===== src/include/csfs_pkg.sv =====
// Constants, states and channel indices for the converter sequencer.
// Assumes one 20 MHz system clock and synchronous analog status inputs.
//
// How it works
// - Main and both auxiliary channels ramp their reference from zero to full over 4096 cycles.
// - The buck ramp finishes in 2048 oscillator cycles, half the others.
// - The boost channel starts with no counted reference ramp.
// - Any channel out of regulation for 100,000 cycles latches all outputs off.
// - The off latch clears only through boost enable or a power cycle.
// - Fault counting is suppressed while a channel runs its turn-on ramp.
// - Boost rail under its lockout level shuts main, buck and both auxiliaries at once.
// - After lockout the boost keeps retrying its start.
// - A boost retry still out of regulation after the ramp interval faults again.
// - The reference output runs only with boost enabled and rail above lockout.
// - Each channel runs on a high level at its own enable input.
// - Buck, main and both auxiliaries stay off until the boost regulates.
// - Startup oscillator drives the boost below lockout, then PWM takes over.
// - Comparator high fires a 200 ns discharge one-shot, one per oscillator period.
// - Buck good pulls low after buck ramp; floats in shutdown, overload, thermal.
// - Overload flag pulls low normally and floats once overload protection latched.

package csfs_pkg;

    // ------------------------------------------------------------
    // Channel indices
    // ------------------------------------------------------------
    localparam int NUM_CH    = 5;
    localparam int CH_BOOST  = 0;
    localparam int CH_MAIN   = 1;
    localparam int CH_BUCK   = 2;
    localparam int CH_AUX_A  = 3;
    localparam int CH_AUX_B  = 4;

    // ------------------------------------------------------------
    // Reference ramp and timing
    // ------------------------------------------------------------
    localparam int REF_W           = 12;
    localparam int SS_CYCLES       = 4096;
    localparam int BUCK_SS_CYCLES  = 2048;
    localparam int FAULT_CYCLES    = 100000;
    localparam int CLK_PERIOD_NS   = 50;
    localparam int ONESHOT_NS      = 200;
    localparam int ONESHOT_CYC     = (ONESHOT_NS / CLK_PERIOD_NS < 1) ? 1 : ONESHOT_NS / CLK_PERIOD_NS;
    localparam int SHOT_W          = 4;

    // ------------------------------------------------------------
    // Boost supervisor states
    // ------------------------------------------------------------
    typedef enum logic [2:0] {
        BST_OFF   = 3'h0,
        BST_START = 3'h1,
        BST_WAIT  = 3'h2,
        BST_RUN   = 3'h3,
        BST_LATCH = 3'h4
    } csfs_state_t;

endpackage


===== src/hw/csfs_soft_start.sv =====
// Counted reference ramp for one soft-started channel.
// Assumes tick_in is a one-cycle pulse per oscillator period.
`timescale 1ns/1ns

module csfs_soft_start #(
    parameter int CYCLES = 4096,
    parameter int REF_W  = 12
) (
    input  wire logic             clk_in,
    input  wire logic             nrst_in,
    input  wire logic             tick_in,
    input  wire logic             run_in,
    output logic [REF_W-1:0]      level_out,
    output logic                  done_out
);
    localparam int CNT_W = $clog2(CYCLES + 1);
    localparam int STEP  = (1 << REF_W) / CYCLES;

    logic [CNT_W-1:0] count;
    logic [CNT_W-1:0] next_count;
    logic [REF_W-1:0] next_level;
    logic             at_end;

    // ------------------------------------------------------------
    // Elaboration check
    // ------------------------------------------------------------
    if (CYCLES < 2 || CYCLES > (1 << REF_W) || (CYCLES & (CYCLES - 1)) != 0) begin : g_bad
        $error("soft-start length must be a power of two within the reference range");
    end

    // ------------------------------------------------------------
    // Ramp counter
    // ------------------------------------------------------------
    // Off restarts the ramp from zero on every enable
    assign at_end     = (count == CYCLES[CNT_W-1:0]);
    assign next_count = !run_in ? '0 : (tick_in && !at_end) ? count + 1'b1 : count;
    assign next_level = (next_count == CYCLES[CNT_W-1:0]) ? {REF_W{1'b1}}
                      : REF_W'(next_count * STEP);

    always_ff @(posedge clk_in or negedge nrst_in) begin
        if (!nrst_in) begin
            count     <= '0;
            level_out <= '0;
            done_out  <= 1'b0;
        end else begin
            count     <= next_count;
            level_out <= next_level;
            done_out  <= (next_count == CYCLES[CNT_W-1:0]);
        end
    end
endmodule


===== src/hw/csfs_fault_timer.sv =====
// Out-of-regulation delay counter for one channel.
// Assumes tick_in pulses once per oscillator period.
`timescale 1ns/1ns

module csfs_fault_timer #(
    parameter int CYCLES = 100000
) (
    input  wire logic clk_in,
    input  wire logic nrst_in,
    input  wire logic tick_in,
    input  wire logic count_en_in,
    output logic      expired_out
);
    localparam int CNT_W = $clog2(CYCLES + 1);

    logic [CNT_W-1:0] count;
    logic [CNT_W-1:0] next_count;

    if (CYCLES < 1) begin : g_bad
        $error("fault delay must be at least one cycle");
    end

    // ------------------------------------------------------------
    // Delay counter
    // ------------------------------------------------------------
    // Any return to regulation restarts the whole delay
    assign next_count = !count_en_in ? '0
                      : (tick_in && count != CYCLES[CNT_W-1:0]) ? count + 1'b1 : count;

    always_ff @(posedge clk_in or negedge nrst_in) begin
        if (!nrst_in) begin
            count       <= '0;
            expired_out <= 1'b0;
        end else begin
            count       <= next_count;
            expired_out <= (next_count == CYCLES[CNT_W-1:0]);
        end
    end
endmodule


===== src/hw/csfs_sequencer.sv =====
// Sequencing and supervision for a five-channel switching power unit.
// Assumes the analog stages report rail and regulation status synchronously.
`timescale 1ns/1ns

module csfs_sequencer #(
    parameter int SS_LEN    = 4096,
    parameter int BUCK_LEN  = 2048,
    parameter int FAULT_LEN = 100000
) (
    input  wire logic                        clk_in,
    input  wire logic                        nrst_in,
    input  wire logic                        boost_enable_in,
    input  wire logic                        main_enable_in,
    input  wire logic                        buck_enable_in,
    input  wire logic                        aux_a_enable_in,
    input  wire logic                        aux_b_enable_in,
    input  wire logic                        boost_rail_ok_in,
    input  wire logic [csfs_pkg::NUM_CH-1:0] in_reg_in,
    input  wire logic                        thermal_limit_in,
    input  wire logic                        timing_comp_in,
    output logic [csfs_pkg::NUM_CH-1:0]      channel_on_out,
    output logic                             startup_osc_out,
    output logic                             ref_enable_out,
    output logic                             discharge_out,
    output logic [csfs_pkg::REF_W-1:0]       main_ref_out,
    output logic [csfs_pkg::REF_W-1:0]       buck_ref_out,
    output logic [csfs_pkg::REF_W-1:0]       aux_a_ref_out,
    output logic [csfs_pkg::REF_W-1:0]       aux_b_ref_out,
    output logic                             fault_state_out,
    output logic                             buck_good_n_out,
    output logic                             buck_good_n_oe_out,
    output logic                             overload_flag_n_out,
    output logic                             overload_flag_n_oe_out
);
    import csfs_pkg::*;

    localparam int RETRY_W = $clog2(SS_LEN + 1);

    csfs_state_t          state;
    csfs_state_t          next_state;
    logic [SHOT_W-1:0]    shot_cnt;
    logic                 comp_q;
    logic                 osc_tick;
    logic [RETRY_W-1:0]   retry_cnt;
    logic                 retry_hit;
    logic                 uvlo_trip;
    logic                 next_uvlo_trip;
    logic [NUM_CH-1:0]    enables;
    logic [NUM_CH-1:0]    next_on;
    logic [NUM_CH-1:0]    ss_done;
    logic [NUM_CH-1:0]    fault_en;
    logic [NUM_CH-1:0]    expired;
    logic [REF_W-1:0]     ramp [NUM_CH];
    logic                 any_expired;
    logic                 boost_live;
    logic                 rail_lost;
    logic                 buck_good;

    // ------------------------------------------------------------
    // Elaboration check
    // ------------------------------------------------------------
    if (BUCK_LEN * 2 != SS_LEN) begin : g_bad
        $error("buck ramp must be half the standard ramp");
    end
    if (ONESHOT_CYC >= (1 << SHOT_W)) begin : g_bad_shot
        $error("discharge pulse does not fit its counter");
    end
    if (FAULT_LEN < 1 || SS_LEN < 2) begin : g_bad_len
        $error("ramp and fault lengths must be positive");
    end

    // ------------------------------------------------------------
    // Oscillator one-shot
    // ------------------------------------------------------------
    // Edges during the discharge pulse are ignored
    assign osc_tick = timing_comp_in && !comp_q && (shot_cnt == '0);

    always_ff @(posedge clk_in or negedge nrst_in) begin
        if (!nrst_in) begin
            comp_q        <= 1'b0;
            shot_cnt      <= '0;
            discharge_out <= 1'b0;
        end else begin
            comp_q <= timing_comp_in;
            if (osc_tick) begin
                shot_cnt      <= SHOT_W'(ONESHOT_CYC);
                discharge_out <= 1'b1;
            end else if (shot_cnt != '0) begin
                shot_cnt      <= shot_cnt - 1'b1;
                discharge_out <= (shot_cnt > SHOT_W'(1));
            end
        end
    end

    // ------------------------------------------------------------
    // Boost supervisor
    // ------------------------------------------------------------
    assign enables     = {aux_b_enable_in, aux_a_enable_in, buck_enable_in,
                          main_enable_in, boost_enable_in};
    assign any_expired = |expired;
    assign rail_lost   = !boost_rail_ok_in;
    assign retry_hit   = (state == BST_WAIT) && osc_tick
                      && (retry_cnt == RETRY_W'(SS_LEN - 1));

    always_comb begin
        next_state = state;
        case (state)
            BST_OFF: begin
                if (boost_enable_in) begin
                    next_state = BST_START;
                end
            end
            BST_START: begin
                if (boost_rail_ok_in) begin
                    next_state = BST_WAIT;
                end
            end
            BST_WAIT: begin
                if (rail_lost || retry_hit) begin
                    next_state = BST_START;
                end else if (in_reg_in[CH_BOOST]) begin
                    next_state = BST_RUN;
                end
            end
            BST_RUN: begin
                if (rail_lost) begin
                    next_state = BST_START;
                end else if (any_expired) begin
                    next_state = BST_LATCH;
                end
            end
            BST_LATCH: begin
                next_state = BST_LATCH;
            end
            default: begin
                next_state = BST_OFF;
            end
        endcase
        if (!boost_enable_in) begin
            next_state = BST_OFF;
        end
    end

    // Trip is set by lockout or failed retry; set beats the clear
    assign next_uvlo_trip = ((state == BST_RUN) && rail_lost) || retry_hit
                         || (uvlo_trip && next_state != BST_RUN && next_state != BST_OFF);

    always_ff @(posedge clk_in or negedge nrst_in) begin
        if (!nrst_in) begin
            state     <= BST_OFF;
            retry_cnt <= '0;
            uvlo_trip <= 1'b0;
        end else begin
            state     <= next_state;
            uvlo_trip <= next_uvlo_trip;
            if (state != BST_WAIT || retry_hit) begin
                retry_cnt <= '0;
            end else if (osc_tick) begin
                retry_cnt <= retry_cnt + 1'b1;
            end
        end
    end

    // ------------------------------------------------------------
    // Channel gating
    // ------------------------------------------------------------
    // Every state that keeps the boost switching
    function automatic logic boost_alive(input csfs_state_t s);
        return (s == BST_START) || (s == BST_WAIT) || (s == BST_RUN);
    endfunction

    // Boost runs in every live state; no ramp gates it
    assign boost_live = boost_alive(state);
    assign next_on[CH_BOOST] = boost_live;

    for (genvar i = 1; i < NUM_CH; i++) begin : g_dep
        assign next_on[i] = (state == BST_RUN) && enables[i] && boost_rail_ok_in;

        csfs_soft_start #(
            .CYCLES (i == CH_BUCK ? BUCK_LEN : SS_LEN),
            .REF_W  (REF_W)
        ) u_ramp (
            .clk_in    (clk_in),
            .nrst_in   (nrst_in),
            .tick_in   (osc_tick),
            .run_in    (channel_on_out[i]),
            .level_out (ramp[i]),
            .done_out  (ss_done[i])
        );
    end

    assign ramp[CH_BOOST]    = '0;
    assign ss_done[CH_BOOST] = (state == BST_RUN);

    for (genvar i = 0; i < NUM_CH; i++) begin : g_flt
        // Counting waits until the turn-on ramp has finished
        assign fault_en[i] = channel_on_out[i] && ss_done[i] && !in_reg_in[i];

        csfs_fault_timer #(
            .CYCLES (FAULT_LEN)
        ) u_timer (
            .clk_in      (clk_in),
            .nrst_in     (nrst_in),
            .tick_in     (osc_tick),
            .count_en_in (fault_en[i]),
            .expired_out (expired[i])
        );
    end

    assign main_ref_out  = ramp[CH_MAIN];
    assign buck_ref_out  = ramp[CH_BUCK];
    assign aux_a_ref_out = ramp[CH_AUX_A];
    assign aux_b_ref_out = ramp[CH_AUX_B];

    // ------------------------------------------------------------
    // Status pins and registered outputs
    // ------------------------------------------------------------
    // Thermal limit only floats the flag; the analog stage does the shutdown
    assign buck_good = channel_on_out[CH_BUCK] && ss_done[CH_BUCK]
                    && (state == BST_RUN) && !thermal_limit_in;

    always_ff @(posedge clk_in or negedge nrst_in) begin
        if (!nrst_in) begin
            channel_on_out         <= '0;
            startup_osc_out        <= 1'b0;
            ref_enable_out         <= 1'b0;
            fault_state_out        <= 1'b0;
        end else begin
            channel_on_out         <= next_on;
            startup_osc_out        <= boost_enable_in && !boost_rail_ok_in;
            ref_enable_out         <= boost_enable_in && boost_rail_ok_in;
            fault_state_out        <= (state == BST_LATCH) || uvlo_trip;
        end
    end

    // ------------------------------------------------------------
    // Open-drain pins
    // ------------------------------------------------------------
    // Data stays low so a pin is only ever pulled down or released
    always_ff @(posedge clk_in or negedge nrst_in) begin
        if (!nrst_in) begin
            buck_good_n_out        <= 1'b0;
            buck_good_n_oe_out     <= 1'b0;
            overload_flag_n_out    <= 1'b0;
            overload_flag_n_oe_out <= 1'b0;
        end else begin
            buck_good_n_out        <= 1'b0;
            buck_good_n_oe_out     <= buck_good;
            overload_flag_n_out    <= 1'b0;
            overload_flag_n_oe_out <= (state != BST_LATCH);
        end
    end
endmodule


===== config.mk =====
export PLATFORM = sky130hd
export DESIGN_NAME = csfs_sequencer
export DESIGN_NICKNAME = d
export VERILOG_FILES = /design/src/include/csfs_pkg.sv /design/src/hw/csfs_soft_start.sv /design/src/hw/csfs_fault_timer.sv /design/src/hw/csfs_sequencer.sv
export SDC_FILE = /design/constraint.sdc
export NUM_CORES = 1
export LEC_CHECK = 0
export ABC_AREA = 1
export BUFFER_PORTS_ARGS = -buffer_cell sky130_fd_sc_hd__buf_2
export CORE_ASPECT_RATIO = 1.75
export CORE_MARGIN = 3
export CORE_UTILIZATION = 40
export DETAILED_ROUTE_END_ITERATION = 12
export PLACE_DENSITY = 0.53
export SLEW_MARGIN = 10
export SYNTH_ARGS = -nofsm -noshare
export SYNTH_HDL_FRONTEND = slang
export SYNTH_SLANG_ARGS = --single-unit

===== constraint.sdc =====
create_clock -name clk_in -period 3.65 [get_ports clk_in]
set_input_delay 0.1825 -clock clk_in [delete_from_list [all_inputs] [get_ports clk_in]]
set_output_delay 0.1825 -clock clk_in [all_outputs]
set_load 0.1 [all_outputs]

== After elaboration in Yosys (flattened, before gate mapping) ==
Cells that the tools add are included.

* Add/sub/neg operators: 11
* $lt $le $gt $ge: 1
* Equal/unequal tests: 26
* Mux-type cells: 35
* Reduce and logical (&&, ||, !) cells: 64

{| class="wikitable"
|+ Operators by type and width
! operator !! number
|-
| two-way mux 17 bit || 10
|-
| two-way mux 13 bit || 8
|-
| adder 17 x 1 -> 17 bit, second input constant || 5
|-
| == test 17 bit, second input constant || 5
|-
| != test 17 bit, second input constant || 5
|-
| == test 13 bit, second input constant || 6
|-
| two-way mux 12 bit || 6
|-
| adder 13 x 1 -> 13 bit, second input constant || 4
|-
| logical AND 1 bit || 38
|-
| == test 12 bit, second input constant || 2
|-
| two-way mux 3 bit || 6
|-
| case mux 3 bit (5 select lines) || 1
|-
| == test 13 x 12 -> 1 bit, second input constant || 1
|-
| adder 12 x 1 -> 12 bit, second input constant || 1
|-
| logical NOT 1 bit || 12
|-
| two-way mux 4 bit || 2
|-
| logical OR 1 bit || 7
|-
| == test 3 x 2 -> 1 bit, second input constant || 2
|-
| != test 3 x 2 -> 1 bit, second input constant || 2
|-
| OR reduction 5 bit || 1
|-
| > comparator 4 x 1 -> 1 bit, second input constant || 1
|-
| logical NOT 4 bit || 1
|-
| nonzero test 2 bit || 2
|-
| nonzero test 4 bit || 1
|-
| 7 further kinds || 8
|}

* Register bits: 226
* Bits of input ports: 15
* Output and inout port bits: 61
* Logic and storage cells: 171

== Longest topological paths before layout ==
* Word-level depth: 13
* Gate-level depth with buffers: 17
* Gate-level depth less buffers: 17

== Hierarchy ==
A second synthesis with hierarchy kept.

* Cells, all modules: 1,876
* Area, all modules: 13,571.8 sq um

{| class="wikitable"
|+ Modules (own cells, without submodules)
! module !! times used !! cells each !! area each (sq um) !! seq. area each (sq um)
|-
| csfs_fault_timer || 5 || 180 || 1,233.7 || 450.4
|-
| csfs_soft_start (g_dep[1].u_ramp ...) || 3 || 203 || 1,462.7 || 650.6
|-
| csfs_sequencer || 1 || 202 || 1,687.9 || 825.8
|-
| csfs_soft_start (g_dep[2].u_ramp) || 1 || 165 || 1,327.5 || 600.6
|}

== Worst setup path after synthesis ==
No wires, ideal clock.

* Path type: register to register
* Start: reg channel_on_out[0] (netlist bit)
* End: reg g_flt[0].u_timer.expired_out
* Library setup time: 71 ps
* Arrival time: 1,933 ps
* Required time: 3,579 ps
* Path slack: 1,645 ps
* Stages on the path, launching flop included: 8
* Buffers on the path: 1
* Period minus slack after synthesis: 2,005 ps
* Cells stage by stage: dfrtp_1 nand3_1 inv_1 buf_2 nand3_1 nor3_1 nand3_1 nor2_1

* Word-level cells in the longest chain between the ends: 4

{| class="wikitable"
|+ Ends and longest elaborated chain
! element !! line !! source
|-
| from (decl) || csfs_sequencer.sv:21 || <nowiki>output logic [csfs_pkg::NUM_CH-1:0] channel_on_out,</nowiki>
|-
| from (signal assigned) || csfs_sequencer.sv:229 || <nowiki>channel_on_out <= next_on;</nowiki>
|-
| logical AND 1 bit (2 in series) || csfs_sequencer.sv:197 || <nowiki>assign fault_en[i] = channel_on_out[i] && ss_done[i] && !in_reg_in[i];</nowiki>
|-
| two-way mux 17 bit || csfs_fault_timer.sv:27 || <nowiki>assign next_count = !count_en_in ? '0</nowiki>
|-
| == test 17 bit || csfs_fault_timer.sv:36 || <nowiki>expired_out <= (next_count == CYCLES[CNT_W-1:0]);</nowiki>
|-
| to (signal assigned) || csfs_fault_timer.sv:36 ||
|-
| to (decl) || csfs_fault_timer.sv:12 || <nowiki>output logic expired_out</nowiki>
|}

Every way passes these cells.
A chain may end at the register's enable or synchronous reset.

== Worst setup path after layout ==
* Start: reg shot_cnt[0]
* End: reg g_flt[3].u_timer.expired_out

* Word-level cells in the longest chain between the ends: 6

{| class="wikitable"
|+ Ends and longest elaborated chain
! element !! line !! source
|-
| from (decl) || csfs_sequencer.sv:41 || <nowiki>logic [SHOT_W-1:0] shot_cnt;</nowiki>
|-
| from (signal assigned) || csfs_sequencer.sv:86 || <nowiki>shot_cnt <= SHOT_W'(ONESHOT_CYC);</nowiki>
|-
| from (signal assigned) || csfs_sequencer.sv:89 || <nowiki>shot_cnt <= shot_cnt - 1'b1;</nowiki>
|-
| logical NOT 4 bit || csfs_sequencer.sv:76 || <nowiki>assign osc_tick = timing_comp_in && !comp_q && (shot_cnt == '0);</nowiki>
|-
| logical AND 1 bit || csfs_sequencer.sv:76 ||
|-
| logical AND 1 bit || csfs_fault_timer.sv:28 || <nowiki>: (tick_in && count != CYCLES[CNT_W-1:0]) ? count + 1'b1 : count;</nowiki>
|-
| two-way mux 17 bit || csfs_fault_timer.sv:28 ||
|-
| two-way mux 17 bit || csfs_fault_timer.sv:27 ||
|-
| == test 17 bit || csfs_fault_timer.sv:36 ||
|-
| to (signal assigned) || csfs_fault_timer.sv:36 ||
|-
| to (decl) || csfs_fault_timer.sv:12 ||
|}

Every way passes these cells.

==> run summary <==
- LEAKAGE: 8.09 nW
- final routed wire length divided by cell count: 14.4 um
- placed wire-length estimate after detailed placement: 26000 um
- simple-gate portion of the synthesized area: 35.0%
- worst clock skew on the final layout: 17.2 ps
- Pre-Repair DR Iteration Count: 6
- Hold Fails Final Rpt: 0
- pwr dens: 366 mW/mm2
- fin crit share: 72.8%
- initial core utilization: 40.5%
- post-synthesis mux area share: 0%
- Netlist cell types: 45
- setup tns final: 0 ps
- number of warning messages in the yosys log: 0
- outcome: completed
- CP top delay family: simple AND/OR/NAND/NOR gates
- Setup crit end kind: flip-flop
- launch point of the worst reg-to-reg path: shot_cnt[0]$_DFFE_PN0P_
- global-route usage over all layers: 19.7%
- Post-synth EDFFs: 0
- Floorplan Core Area: 0.0330 mm2
- Worst path most repeated cell: sky130_fd_sc_hd__nand3_1
- proportion of synthesized chip area in sequential cells: 42.1%
- global-route wire length before repair: 58000 um
- maximum number of pins on one net before global-route repair: 113
- Critical Path Source Type: flip-flop
- CP cell instances: inv_1 -> ha_1 -> nand2_2 -> nor2_8 -> buf_4 -> nand2_4 -> o21ai_0 -> nand3_1 -> nor3_1 -> nand3_1 -> nor2_1
- Synth Flop Type: sky130_fd_sc_hd__dfrtp_1
- Clock Root Buffer: sky130_fd_sc_hd__clkbuf_16
- Post-synth ARST share: 100%
- clock tree buffer depth: 3
- Worst-Margin Slew: 834 ps
- total via count after detailed routing: 11700
- DR vias/cell: 4.93
- initial antenna violation count: 2
- minimum hold slack: 96.7 ps
- Final ANT Viol Nets: 0
- number of cell rows: 88
- combinational family with the most area after synthesis: simple AND/OR/NAND/NOR gates
- maximum VDD drop: 0.000313 V
- Critical R2R Capture: g_flt[3].u_timer.expired_out$_DFF_PN0_
- endpoint with the worst hold slack: state[0]$_DFF_PN0_
- top library cells by usage in the layout, fill and taps aside: sky130_fd_sc_hd__nand2_1 (578), sky130_fd_sc_hd__inv_1 (291), sky130_fd_sc_hd__dfrtp_1 (225), sky130_fd_sc_hd__nor2_1 (209), sky130_fd_sc_hd__nand3_1 (187)
- highest cell delay on the worst timing path: 420 ps
- crit-path max FO: 21
- type of the worst setup path: reg -> reg
- CTS sink count: 225
- placer's final routability congestion estimate: 0.911
- total global routing overflow: 0
- Compound-Gate Fraction of Synth Area: 5.25%
- max-cap violations: 0
- die height: 248 um
- number of fillers in the final layout: 3408
- cell with the largest stage delay on the worst path: sky130_fd_sc_hd__dfrtp_1
- number of max-slew violations in the final report: 0
- CTS HTree Levels: 1
- critical path data arrival time: 3110 ps
- Gate Count Post-Synth: 1880
- commonest non-fill, non-tap cell in the layout: sky130_fd_sc_hd__nand2_1
- CTS clk-pin slew, worst paths: 60 ps
- reg2reg path depth: 11
- number of buffers inserted during clock tree synthesis: 24
- Achievable Freq: 376 MHz
- share of post-route cells with drive strength above 1: 7.91%
- critical path required time: 4110 ps
- buffering stage count on the worst path with inverters included: 2
- final wirelength: 34300 um
- TritonCTS clock tree: done
- post-cts sizing count: 0
- Setup Viol. Count Final: 0
- path type of the worst min-delay path: in -> reg
- die boundary width: 144 um
- average instance area after synthesis: 7.12 um2
- xor/xnor cell area share of the yosys netlist: 4.84%
- Hold Path Cell Cnt: 5
- post-synthesis instance area: 0.0134 mm2
- clock latency at the later pin of the worst-skew pair: 540 ps
- Worst Min Path Start: in_reg_in[0]
- minimum clock period: 2660 ps
- via count of the first global-routing pass: 12100
- DRC violation total after the first TritonRoute iteration: 511
- IO buf count: 73
- remaining design rule violation count: 0
- Boundary Pins: 76
- Die Outline Area: 0.0358 mm2
- Reg area: 0.00563 mm2
- unrepaired setup endpoints after global routing: false
- final net count: 1996
- area occupied by multi-input gates: 0.00632 mm2
- post-synthesis share of cell area spent on full adders, half adders and majority gates: 2.06%
- relative slew slack: 44.4%
- number of synthesized register bits: 225
- Layout Area Growth over Synthesis: 11.7%
- Reg2Reg Setup Slack: 990 ps
[synth_stat cells, types with 3 or more instances]
cell / n / area share (%)
sky130_fd_sc_hd__nand2_1: 578 / 16
sky130_fd_sc_hd__inv_1: 291 / 8.2
sky130_fd_sc_hd__dfrtp_1: 225 / 42
sky130_fd_sc_hd__nor2_1: 209 / 5.9
sky130_fd_sc_hd__nand3_1: 187 / 7.0
sky130_fd_sc_hd__xor2_1: 55 / 3.6
sky130_fd_sc_hd__o21ai_0: 51 / 1.9
sky130_fd_sc_hd__nor3_1: 45 / 1.7
sky130_fd_sc_hd__nand4_1: 39 / 1.8
sky130_fd_sc_hd__a21oi_1: 28 / 1.0
sky130_fd_sc_hd__ha_1: 22 / 2.1
sky130_fd_sc_hd__xnor2_1: 19 / 1.2
sky130_fd_sc_hd__o21ai_1: 16 / 0.60
sky130_fd_sc_hd__o21bai_1: 15 / 0.84
sky130_fd_sc_hd__buf_4: 12 / 0.67
sky130_fd_sc_hd__buf_6: 11 / 0.93
sky130_fd_sc_hd__buf_2: 10 / 0.37
sky130_fd_sc_hd__nand3b_1: 9 / 0.50
sky130_fd_sc_hd__nand2_2: 8 / 0.37
sky130_fd_sc_hd__clkbuf_1: 6 / 0.17
sky130_fd_sc_hd__nand2_4: 6 / 0.50
sky130_fd_sc_hd__inv_2: 5 / 0.14
sky130_fd_sc_hd__a21oi_2: 3 / 0.20
sky130_fd_sc_hd__nand3_2: 3 / 0.22
[flip-flops by register name (all words and copies together), names as in the netlist, 3 cells and up]
register                   count
channel_on_out                 5
g_dep.u_ramp.level_out        48
g_dep.u_ramp.count            51
g_flt.u_timer.expired_out      5
state                          3
g_dep.u_ramp.done_out          3
shot_cnt                       4
retry_cnt                     13
g_flt.u_timer.count           85
[worst max path at each step]
stage,startpoint,end,depth (start not counted)
after floorplan,channel_on_out[0]$_DFF_PN0_,g_flt[0].u_timer.expired_out$_DFF_PN0_,7
after global placement,shot_cnt[0]$_DFFE_PN0P_,g_dep[2].u_ramp.level_out[1]$_DFF_PN0_,12
after detailed placement,shot_cnt[0]$_DFFE_PN0P_,g_dep[2].u_ramp.level_out[1]$_DFF_PN0_,12
after CTS,shot_cnt[0]$_DFFE_PN0P_,g_dep[2].u_ramp.level_out[1]$_DFF_PN0_,12
after global routing,shot_cnt[0]$_DFFE_PN0P_,g_dep[3].u_ramp.level_out[6]$_DFF_PN0_,13
final,shot_cnt[0]$_DFFE_PN0P_,g_flt[3].u_timer.expired_out$_DFF_PN0_,11
[per-stage QoR]
step / utilization (%) / setup slack (ps) / instance area [um2] / total power (W) / instances
after CTS: 45.3 / 945 / 15000 / 0.00558 / 2378
after floorplan: - / 1650 / 13400 / 0.00288 / 1881
after global routing: 45.3 / 703 / 15000 / 0.00571 / 2379
after global placement: 42.5 / 1040 / 14100 / 0.00299 / 2328
after detailed placement: 42.5 / 964 / 14100 / 0.00300 / 2328
final: 45.3 / 992 / 15000 / 0.00548 / 2380
[layer usage]
layer	part of all wire (%)	track usage, %
met2	55	38.9
met4	3.4	7.36
met5	0	0
met1	39	21.0
met3	2.7	1.88
[power breakdown]
| group | internal, W | switching (W) | leakage [nW] |
|---|---|---|---|
| Clock | 0.00152 | 0.00101 | 0.394 |
| Combinational | 0.000101 | 0.000297 | 4.58 |
| Sequential | 0.00253 | 0.0000302 | 3.12 |
| Total | 0.00415 | 0.00133 | 8.09 |
[cells by family (layout without fill, tap and decap cells)]
kind of cell | after synthesis | after routing
buffers and inverters | 342 | 434
adders and majority gates | 22 | 22
AOI/OAI and AO/OA | 122 | 122
and+or+nand+nor | 1094 | 1094
xor gates and xnor gates | 74 | 74
DFF | 225 | 225
other | 1 | 4
[worst register-to-register path: cells and delay by family, from the launching register on]
family / cells / cell delay (ps)
buffers and inverters: 2 / 490
AOI/OAI and AO/OA: 1 / 170
and+or+nand+nor: 7 / 1330
DFF: 1 / 420
adders and majority gates: 1 / 170
[final cells by class]
cell class | instances | area share [%]
Tap cell | 405 | 3.39
Sequential cell | 225 | 37.6
Antenna cell | 2 | 0.0335
Timing Repair Buffer | 94 | 3.73
Clock inverter | 7 | 0.761
Clock buffer | 33 | 4.58
Multi-Input combinational cell | 1314 | 42.3
Inverter | 300 | 7.58
[repair_timing]
| action | CTS | global route |
|---|---|---|
| hold buffers | 10 | 0 |
| setup buffers | 0 | 0 |
| endpoints found under the hold margin | 117 | 0 |
Power figures use the tool's default switching activity.
